$ cat config.mk
export PLATFORM = sky130hd
export DESIGN_NAME = pcaur_regs
export DESIGN_NICKNAME = d
export VERILOG_FILES = /design/src/pcaur_pkg.sv /design/src/pcaur_res_if.sv /design/src/pcaur_regs.sv /design/src/pcaur_res_capture.sv
export SDC_FILE = /design/constraint.sdc
export NUM_CORES = 1
export LEC_CHECK = 0
export BUFFER_PORTS_ARGS = -buffer_cell sky130_fd_sc_hd__buf_2
export CORE_MARGIN = 2
export CORE_UTILIZATION = 55
export DETAILED_ROUTE_END_ITERATION = 8
export PLACE_DENSITY = 0.91
export SETUP_SLACK_MARGIN = 0.1
export SYNTH_ARGS = -nofsm -noshare
export SYNTH_HDL_FRONTEND = slang
export SYNTH_SLANG_ARGS = --single-unit
$ cat constraint.sdc
create_clock -name i_clk -period 3.7 [get_ports i_clk]
set_input_delay 0.555 -clock i_clk [delete_from_list [all_inputs] [get_ports i_clk]]
set_output_delay 0.555 -clock i_clk [all_outputs]
set_load 0.01 [all_outputs]
$ cat src/pcaur_pkg.sv
/*
 holds register indices, field positions and reset values for the charger,
 converter readback and usb pull-up register slice.
 assumes a 24-bit register word and a 6-bit register index from the host port.
*/
package pcaur_pkg;
	localparam int unsigned DATA_W = 24;
	localparam int unsigned ADDR_W = 6;
	// register indices
	localparam logic [ADDR_W-1:0] IDX_AUX_READBACK  = 6'h2e;
	localparam logic [ADDR_W-1:0] IDX_SECOND_RESULT = 6'h2f;
	localparam logic [ADDR_W-1:0] IDX_CHARGER_CTRL  = 6'h30;
	localparam logic [ADDR_W-1:0] IDX_USB_PULLUP    = 6'h31;
	// readback fields
	localparam int unsigned GEN_ID_LSB = 6;
	localparam int unsigned GEN_ID_W   = 3;
	localparam int unsigned RES_W      = 10;
	localparam int unsigned RES1_LSB   = 2;
	localparam int unsigned RES2_LSB   = 14;
	// charger control fields
	localparam int unsigned VCHG_LSB   = 0;
	localparam int unsigned ICHG_LSB   = 3;
	localparam int unsigned TRICKLE_B  = 7;
	localparam int unsigned LPB_ACK_B  = 8;
	localparam int unsigned THERM_DIS_B = 9;
	localparam int unsigned SW_OVR_B   = 10;
	localparam int unsigned SW_CTL_B   = 11;
	localparam int unsigned SPARE_B    = 12;
	localparam int unsigned REVERSE_B  = 13;
	localparam int unsigned POWER_LIMIT_SETTING_LSB   = 15;
	localparam int unsigned POWER_LIMIT_SETTING_DIS_B = 17;
	localparam int unsigned IND_EN_B   = 18;
	localparam int unsigned TMR_CLR_B  = 19;
	localparam int unsigned FSM_RST_B  = 20;
	localparam int unsigned AUTO_INH_B = 21;
	localparam int unsigned CYCL_DIS_B = 22;
	localparam int unsigned SET_OVR_B  = 23;
	// usb register fields
	localparam int unsigned USB_SPARE_B  = 6;
	localparam int unsigned ID_PU_SEL_B  = 22;
	// writable masks and reset values
	localparam logic [DATA_W-1:0] CHG_WR_MASK  = 24'hffbfff;
	localparam logic [DATA_W-1:0] CHG_RESET    = 24'h400003;
	localparam logic [DATA_W-1:0] USB_WR_MASK  = 24'h400040;
	localparam logic [DATA_W-1:0] USB_RESET    = 24'h000040;
	localparam logic [GEN_ID_W-1:0] GEN_ID_DEFAULT = 3'h5; // arbitrary value
endpackage

$ cat src/pcaur_res_if.sv
/*
 carries the second-context conversion results from the capture module
 to the register bank. assumes one clock domain.
*/
interface pcaur_res_if;
	logic [9:0] res1;
	logic [9:0] res2;
	modport src (output res1, output res2);
	modport dst (input res1, input res2);
endinterface

$ cat src/pcaur_regs.sv
/*
 register bank: converter readback, second-context results, charger control
 and usb pull-up control, reached through a generic host register port.
 assumes the spi/i2c front end gives one-cycle read and write strobes with a
 register index, all on i_clk.
*/
module pcaur_regs
	import pcaur_pkg::*;
(
	input  wire logic                       i_clk,
	input  wire logic                       i_rst,
	input  wire logic                       i_wr,
	input  wire logic                       i_rd,
	input  wire logic [pcaur_pkg::ADDR_W-1:0] i_addr,
	input  wire logic [pcaur_pkg::DATA_W-1:0] i_wdata,
	input  wire logic                       i_conv_done,
	input  wire logic [9:0]                 i_conv_res1,
	input  wire logic [9:0]                 i_conv_res2,
	input  wire logic                       i_hw_cur_wr,
	input  wire logic [3:0]                 i_hw_cur,
	input  wire logic                       i_hw_restart_done,
	input  wire logic                       i_hw_timer_done,
	input  wire logic                       i_auto_charging,
	input  wire logic                       i_hw_reverse_clr,
	output logic [pcaur_pkg::DATA_W-1:0]    o_rdata,
	output logic                            o_rvalid,
	output logic                            o_battery_switch_force,
	output logic                            o_battery_switch_on,
	output logic                            o_charge_fsm_restart,
	output logic                            o_charge_timer_clear,
	output logic                            o_id_pullup_source_select
);
	import pcaur_pkg::*;

	logic [DATA_W-1:0] chg_reg;
	logic [DATA_W-1:0] usb_reg;
	logic [DATA_W-1:0] rd_next;
	logic [DATA_W-1:0] wmask;
	logic              wr_chg;
	logic              wr_usb;
	pcaur_res_if       res();

	// ======================================================
	// result capture
	pcaur_res_capture u_cap (
		.i_clk  (i_clk),
		.i_rst  (i_rst),
		.i_done (i_conv_done),
		.i_res1 (i_conv_res1),
		.i_res2 (i_conv_res2),
		.res    (res)
	);

	// ======================================================
	// write decode
	assign wr_chg = i_wr && (i_addr == IDX_CHARGER_CTRL);
	assign wr_usb = i_wr && (i_addr == IDX_USB_PULLUP);
	// while auto charging, voltage and current are locked unless overridden
	always_comb
	begin
		wmask = CHG_WR_MASK;
		if (i_auto_charging && !chg_reg[SET_OVR_B])
			wmask[6:0] = 7'h00;
	end

	// ======================================================
	// charger control register
	// hardware current load wins over a software write; a same-cycle software
	// set of bits 13, 19 or 20 beats the hardware clear so a fresh request is kept
	always_ff @(posedge i_clk or posedge i_rst)
	if (i_rst)
		chg_reg <= CHG_RESET;
	else
	begin
		if (wr_chg)
			chg_reg <= (chg_reg & ~wmask) | (i_wdata & wmask);
		if (i_hw_cur_wr)
			chg_reg[ICHG_LSB +: 4] <= i_hw_cur;
		if (i_hw_restart_done && !(wr_chg && i_wdata[FSM_RST_B]))
			chg_reg[FSM_RST_B] <= 1'b0;
		if (i_hw_timer_done && !(wr_chg && i_wdata[TMR_CLR_B]))
			chg_reg[TMR_CLR_B] <= 1'b0;
		if (i_hw_reverse_clr && !(wr_chg && i_wdata[REVERSE_B]))
			chg_reg[REVERSE_B] <= 1'b0;
	end

	// ======================================================
	// usb pull-up register
	always_ff @(posedge i_clk or posedge i_rst)
	if (i_rst)
		usb_reg <= USB_RESET;
	else if (wr_usb)
		usb_reg <= (usb_reg & ~USB_WR_MASK) | (i_wdata & USB_WR_MASK);

	// ======================================================
	// read mux, unmapped indices read zero
	always_comb
	begin
		rd_next = '0;
		unique case (i_addr)
			IDX_AUX_READBACK:
				rd_next[GEN_ID_LSB +: GEN_ID_W] = GEN_ID_DEFAULT;
			IDX_SECOND_RESULT:
			begin
				rd_next[RES1_LSB +: RES_W] = res.res1;
				rd_next[RES2_LSB +: RES_W] = res.res2;
			end
			IDX_CHARGER_CTRL:
				rd_next = chg_reg;
			IDX_USB_PULLUP:
				rd_next = usb_reg;
			default:
				rd_next = '0;
		endcase
	end

	// read data registered, one cycle after the strobe
	always_ff @(posedge i_clk or posedge i_rst)
	if (i_rst)
	begin
		o_rdata  <= '0;
		o_rvalid <= 1'b0;
	end
	else
	begin
		o_rvalid <= i_rd;
		if (i_rd)
			o_rdata <= rd_next;
	end

	// ======================================================
	// control outputs, registered from the fields; switch on is switch override ANDed with switch control
	always_ff @(posedge i_clk or posedge i_rst)
	if (i_rst)
	begin
		o_battery_switch_force    <= 1'b0;
		o_battery_switch_on       <= 1'b0;
		o_charge_fsm_restart      <= 1'b0;
		o_charge_timer_clear      <= 1'b0;
		o_id_pullup_source_select <= 1'b0;
	end
	else
	begin
		o_battery_switch_force    <= chg_reg[SW_OVR_B];
		o_battery_switch_on       <= chg_reg[SW_OVR_B] & chg_reg[SW_CTL_B];
		o_charge_fsm_restart      <= chg_reg[FSM_RST_B];
		o_charge_timer_clear      <= chg_reg[TMR_CLR_B];
		o_id_pullup_source_select <= usb_reg[ID_PU_SEL_B];
	end

	// ======================================================
	// checks
	property p_chg_reset;
		@(posedge i_clk) $fell(i_rst) |-> chg_reg[6:0] == 7'h03;
	endproperty
	a_chg_reset: assert property (p_chg_reset) else $error("bad charger reset");

	property p_switch;
		@(posedge i_clk) disable iff (i_rst)
		chg_reg[SW_OVR_B] |=> o_battery_switch_on == $past(chg_reg[SW_CTL_B]);
	endproperty
	a_switch: assert property (p_switch) else $error("switch not following");

	property p_restart;
		@(posedge i_clk) disable iff (i_rst)
		wr_chg && i_wdata[FSM_RST_B] && !i_hw_restart_done ##1 !i_hw_restart_done
		|=> o_charge_fsm_restart;
	endproperty
	a_restart: assert property (p_restart) else $error("restart lost");

	property p_lock;
		@(posedge i_clk) disable iff (i_rst)
		wr_chg && i_auto_charging && !chg_reg[SET_OVR_B] && !i_hw_cur_wr
		|=> $stable(chg_reg[6:0]);
	endproperty
	a_lock: assert property (p_lock) else $error("locked field written");

	property p_res_read;
		@(posedge i_clk) disable iff (i_rst)
		i_rd && i_addr == IDX_SECOND_RESULT |=> o_rdata[1:0] == 2'h0 && o_rdata[13:12] == 2'h0;
	endproperty
	a_res_read: assert property (p_res_read) else $error("spare bits set");

	property p_res_cap;
		@(posedge i_clk) disable iff (i_rst)
		i_conv_done ##1 !i_conv_done ##1 i_rd && i_addr == IDX_SECOND_RESULT
		|=> o_rdata[11:2] == $past(i_conv_res1, 3) && o_rdata[23:14] == $past(i_conv_res2, 3);
	endproperty
	a_res_cap: assert property (p_res_cap) else $error("result not captured");

	property p_unused;
		@(posedge i_clk) disable iff (i_rst)
		i_rd && i_addr == IDX_CHARGER_CTRL |=> o_rdata[14] == 1'b0;
	endproperty
	a_unused: assert property (p_unused) else $error("unused bit set");

	property p_pullup;
		@(posedge i_clk) disable iff (i_rst)
		wr_usb ##1 1'b1 |=> o_id_pullup_source_select == $past(i_wdata[ID_PU_SEL_B], 2);
	endproperty
	a_pullup: assert property (p_pullup) else $error("pull-up select wrong");

	property p_cur_hw;
		@(posedge i_clk) disable iff (i_rst)
		i_hw_cur_wr |=> chg_reg[6:3] == $past(i_hw_cur);
	endproperty
	a_cur_hw: assert property (p_cur_hw) else $error("hw current lost");
endmodule

$ cat src/pcaur_res_capture.sv
/*
 holds the second-context conversion results, loaded on a converter
 completion strobe. assumes the strobe and data come from same-clock logic.
*/
module pcaur_res_capture
	import pcaur_pkg::*;
(
	input  wire logic        i_clk,
	input  wire logic        i_rst,
	input  wire logic        i_done,
	input  wire logic [9:0]  i_res1,
	input  wire logic [9:0]  i_res2,
	pcaur_res_if.src         res
);
	logic [9:0] res1_reg;
	logic [9:0] res2_reg;
	// ======================================================
	// result capture
	// no documented reset value; zero chosen so reads are defined
	always_ff @(posedge i_clk or posedge i_rst)
	if (i_rst)
	begin
		res1_reg <= '0;
		res2_reg <= '0;
	end
	else if (i_done)
	begin
		res1_reg <= i_res1;
		res2_reg <= i_res2;
	end
	assign res.res1 = res1_reg;
	assign res.res2 = res2_reg;
endmodule

==> impl_metrics.yaml, run 1 <==
yosys:
  synthMostInstantiatedCell: "dfrtp_1"
  async_flop_share_pct: 100
  yosysUniqueCellTypes: 27
  synthCells: 230
  netlist_area_sq_um: 3080
  yosys.area.top_type: "dfrtp_1"
  synth_edf_count: 0
  synth_warnings: 0
  ys_ff_latch: 75
  synth_top_area_share_pct: 57.7
  ys_seq_area_share_pct: 61.1
  synthTopCellsByArea: "dfrtp_1 58%, mux2_2 15%, mux2_4 4.9%"
  synth_common_cells: "71 x dfrtp_1, 40 x mux2_2, 23 x inv_1, 17 x a22oi_1, 15 x o22ai_1"
  avgSynthCellArea_sq_um: 13.4
  synth_fp_nets: 294
  synth_flop_cell: "dfrtp_1"
sta:
  drv_slew: 0
  timing.final.crit_period_ns: 2.08
  fmax_ghz: 0.481
  worstMarginPinSlew_ns: 1.11
  rsz0062_at_grt: "no"
  slew-limit-headroom_pct: 25.8
  setup_viol: 0
  holdWs_ns: 0.400
  hold_viol: 0
  fin_crit_sh_pct: 56.2
  finClkSkew_ns: 0.00642
  tns_ns: 0
cts:
  cts_tree: "done"
  worstSkewPairLatency_ns: 0.34
  root_buffer: "clkbuf_8"
  htreeDepth: 3
  clock_path_buffers: 2
  post_cts_resize_count: 0
  clock_sinks: 75
  path_clk_slew_ns: 0.08
  cts_buffers: 9
  cts_hold_buf: 0
  postCtsSetupBuffers: 0
finish:
  drive_gt1_share_pct: 51.5
  final_core_util_pct: 69.9
  area_growth_pct: 24.2
  largest_reg_flops: 24
  num_antenna_cells: 0
  fin_nets: 391
worst_hold_path:
  holdCritStartpoint: "usb_reg[22]$_DFFE_PP0P_"
  min_path_cells: 0
  hp-class: "flop to flop"
  holdPathEnd: "o_id_pullup_source_select$_DFF_PP0_"
flow_run:
  drv_cap: 0
detailed_routing:
  ant_nets: 0
  vias: 2201
  drt-initial-drc-count: 141
  drc_errors: 0
  wl_per_cell_um: 16.4
  routed_wirelength_um: 6620
  first_pass_iters: 5
  via_per_inst: 5.45
worst_setup_path:
  reg2regPathDepth: 4
  cp.required_ns: 3.92
  worst_setup_path_end_kind: "flop"
  worstPathArrival_ns: 2.30
  r2r_start: "chg_reg[23]$_DFFE_PP0N_"
  r2r_end: "chg_reg[3]$_DFFE_PP0P_"
  crit_fanout: 7
  start_kind: "input port"
  worstSetupPathType: "input port to flop"
  r2r_setup_slack_ns: 2.13
pwr:
  p_per_area_nw_per_um2: 456
  leakage_nw: 1.86
  switching_share_pct: 22.6
  net-switching-power_mw: 0.394
  p_clk_share_pct: 38.4
  comb_power_share_pct: 9.2
  seqPwrFrac_pct: 52.5
  ir_drop_uv: 289
  p_int_mw: 1.35
floorplan:
  initial_core_util_pct: 56.3
  rows: 27
  die_area_sq_um: 6220
  pin_count: 94
  fp.dieH_um: 78.8
  core_area_sq_um: 5470
  die_x_um: 78.8
global_routing:
  grt_pass1_wl_um: 10600
  first_global_vias: 2239
  grt_overflow: 0
  grt_start_max_net_pins: 56
  track_usage_pct: 22.6
  antenna_found_initial: 0
placed_design:
  hpwlAfterDp_um: 4530
  io_buffers: 92
  place_congestion: 0.808
status:
  status: "finished clean"
-- worst max-delay path, cell delays in order --
cell and delay, ns:
buf_2 0.11, or4b_4 0.58, nor3_4 0.42, mux2_2 0.38
mux2_2 0.26
-- logic make-up after synthesis --
kind of cell	after synthesis	synth area share [%]
compound gates	44	9.30
buf+inv	34	4.51
flops	75	61.1
mux	50	19.5
simple gates	27	5.61
-- cell usage in the layout, fill, tap and decap left out, types with 4 or more instances in the layout --
cell       n
nand3_1    7
a22oi_1   17
dfstp_2    4
nor2b_1    4
mux2_2    40
mux2_4    10
clkbuf_8   9
o21ai_0    7
buf_4      5
dfrtp_1   71
buf_2     92
inv_1     22
nor2_1     6
o22ai_1   15
-- stage by stage --
stage,instances,cell area [sq um],power [mW],setup WS (ns)
after floorplan,230,3080,1.02,1.24
after global placement,388,3620,1.08,1.27
after detailed placement,388,3620,1.09,1.25
after CTS,404,3820,1.76,1.62
after global routing,404,3820,1.81,1.56
final,404,3820,1.74,1.62
-- worst max-delay path by stage --
stage | from | to | slack (ns)
floorplan | i_rst | chg_reg[10]$_DFFE_PP0N_ | 1.24
global placement | i_addr[1] | chg_reg[6]$_DFFE_PP0P_ | 1.27
detailed placement | i_addr[1] | chg_reg[3]$_DFFE_PP0P_ | 1.25
CTS | i_addr[1] | chg_reg[3]$_DFFE_PP0P_ | 1.62
global route | i_addr[1] | chg_reg[3]$_DFFE_PP0P_ | 1.56
finish | i_addr[1] | chg_reg[3]$_DFFE_PP0P_ | 1.62
-- final cells by class --
class	instances	area [sq um]
Inverter	23	86.3
Multi-Input combinational cell	121	1060
Tap cell	72	90.1
Clock inverter	5	77.6
Clock buffer	11	131
Timing Repair Buffer	97	498
Fill cell	408	1650
Sequential cell	75	1880
-- per-layer routing --
layer / vias to the layer above / share of wire, % / wire [um] / GRT usage, %
li1: 1009 / - / - / -
met1: 1106 / 40 / 2670 / 26.9
met2: 72 / 53 / 3500 / 39.5
met3: 14 / 5.0 / 330 / 5.45
met4: 0 / 1.7 / 115 / 9.31
met5: - / 0 / 0 / 0
-- power groups by stage --
stage | combinational (mW) | clock (mW) | sequential, mW
2_1_floorplan | 0.0958 | 0 | 0.923
3_3_place_gp | 0.154 | 0 | 0.925
3_5_place_dp | 0.161 | 0 | 0.930
4_1_cts | 0.162 | 0.680 | 0.914
5_1_grt | 0.174 | 0.715 | 0.921
6_report | 0.160 | 0.668 | 0.914
Note: power is estimated with default switching activity, not from simulation.
==> inputs of run 2 (changes only) <==
CORE_UTILIZATION = 51   (was 55)
PLACE_DENSITY = 0.85   (was 0.91)
clock period = 2.2 ns   (was 3.7 ns; I/O delays follow)
==> run 2 against run 1 <==
Effect of this change: wire length rose by 2.6%; critical endpoint is now chg_reg[6]$_DFFE_PP0P_; die area up 7.4%; non-clock buffer count rose by 3; final cell count is 1.5% higher; cell area grew 2.4%.
==> impl_metrics.yaml, run 2 (synthesized netlist as in run 1, its figures left out) <==
global_routing:
  track_usage_pct: 21.5
  grt_overflow: 0
  grt_start_max_net_pins: 76
  first_global_vias: 2188
  antenna_found_initial: 0
  grt_pass1_wl_um: 10500
worst_setup_path:
  worstPathArrival_ns: 2.07
  crit_top_cell: "mux2_2"
  cp_cell_sequence: "buf_2 > or4b_4 > nor3_4 > mux2_2 > mux2_2"
  slowest_stage: "or4b_4"
  worst_setup_path_end_kind: "flop"
  cpPeakStageDelay_ns: 0.58
  worstSetupPathType: "input port to flop"
  cp.required_ns: 2.43
  crit_fanout: 7
  start_kind: "input port"
  reg2regPathDepth: 4
finish:
  drive_gt1_share_pct: 51.9
  fin_nets: 394
  final_cell_mix: "92 x buf_2, 71 x dfrtp_1, 40 x mux2_2"
  num_antenna_cells: 0
  area_growth_pct: 27.1
  final_cells: 410
  final_common_cell: "buf_2"
  largest_reg_flops: 24
  stdcell_area_sq_um: 3920
floorplan:
  initial_core_util_pct: 52.3
  die_x_um: 81.7
  pin_count: 94
  fp.dieH_um: 81.7
  rows: 28
  die_area_sq_um: 6680
  core_area_sq_um: 5890
pwr:
  leakage_nw: 1.90
  p_per_area_nw_per_um2: 809
  fin_total_pwr_mw: 3.17
  ir_drop_uv: 662
sta:
  timing.final.crit_period_ns: 1.84
  fin_ws_ns: 0.358
  slew-limit-headroom_pct: 66.8
  holdWs_ns: 0.0891
  hold_viol: 0
  worstMarginPinSlew_ns: 0.497
  finClkSkew_ns: 0.00623
  setup_viol: 0
  fin_crit_sh_pct: 83.7
  rsz0062_at_grt: "no"
  fmax_ghz: 0.543
  drv_slew: 0
cts:
  htreeDepth: 3
  cts_hold_buf: 0
  cts_buffers: 9
  worstSkewPairLatency_ns: 0.34
  path_clk_slew_ns: 0.07
  cts_tree: "done"
  postCtsSetupBuffers: 0
  root_buffer: "clkbuf_8"
  clock_sinks: 75
  post_cts_resize_count: 0
  clock_path_buffers: 2
detailed_routing:
  first_pass_iters: 4
  drc_errors: 0
  vias: 2224
  drt-initial-drc-count: 89
  via_per_inst: 5.42
  routed_wirelength_um: 6790
  ant_nets: 0
  wl_per_cell_um: 16.6
placed_design:
  placedCellCount: 394
  place_congestion: 0.779
  placed_area_sq_um: 3660
  io_buffers: 92
  pre_cts_ws_ns: -0.0203
  hpwlAfterDp_um: 4560
worst_hold_path:
  hp-class: "input port to asynchronous set/reset pin"
status:
  status: "finished clean"
flow_run:
  drv_cap: 0
[run 2: worst max-delay path, delay by kind of cell]
family	cells	cell delay [ns]
buffers and inverters	1	0.11
multiplexers	2	0.64
AND/OR/NAND/NOR	2	0.98
[run 2: routing by layer]
layer / track usage, % / part of all wire (%) / vias up
met3: 6.48 / 7.0 / 11
met5: 0 / 0 / -
met2: 36.0 / 50 / 85
met1: 25.8 / 41 / 1116
li1: - / - / 1012
met4: 9.00 / 1.7 / 0
[run 2: stage by stage]
step / utilization, % / TNS [ns]
2_1_floorplan: - / 0
5_1_grt: 66.5 / 0
3_3_place_gp: 62.2 / 0
6_report: 66.5 / 0
4_1_cts: 66.5 / 0
3_5_place_dp: 62.2 / -0.0727
[run 2: worst paths after layout]
kind / startpoint / end / slack, ns
worst max-delay path: i_addr[1] / chg_reg[6]$_DFFE_PP0P_ / 0.36
worst min-delay path: i_rst / o_rdata[19]$_DFFE_PP0P_ / 0.09
worst max register to register: chg_reg[23]$_DFFE_PP0N_ / chg_reg[6]$_DFFE_PP0P_ / 0.68
worst min register to register: chg_reg[19]$_DFFE_PP0P_ / o_charge_timer_clear$_DFF_PP0_ / 0.40
max in group asynchronous: i_rst / chg_reg[1]$_DFFE_PP1P_ / 1.78
min in group i_clk: i_wdata[11] / chg_reg[11]$_DFFE_PP0N_ / 0.22
[run 2: layout make-up]
class / count / area (sq um)
fillers: 462 / 1970
flip-flops and latches: 75 / 1880
multi-input cells: 121 / 1060
repair buffers: 100 / 533
clock buffers: 11 / 131
clock inverters: 5 / 125
well taps: 75 / 93.8
inverters: 23 / 90.1
[run 2: report_power, final]
part	switching, mW	internal, mW
Combinational	0.120	0.153
Sequential	0.0539	1.48
Clock	0.489	0.868
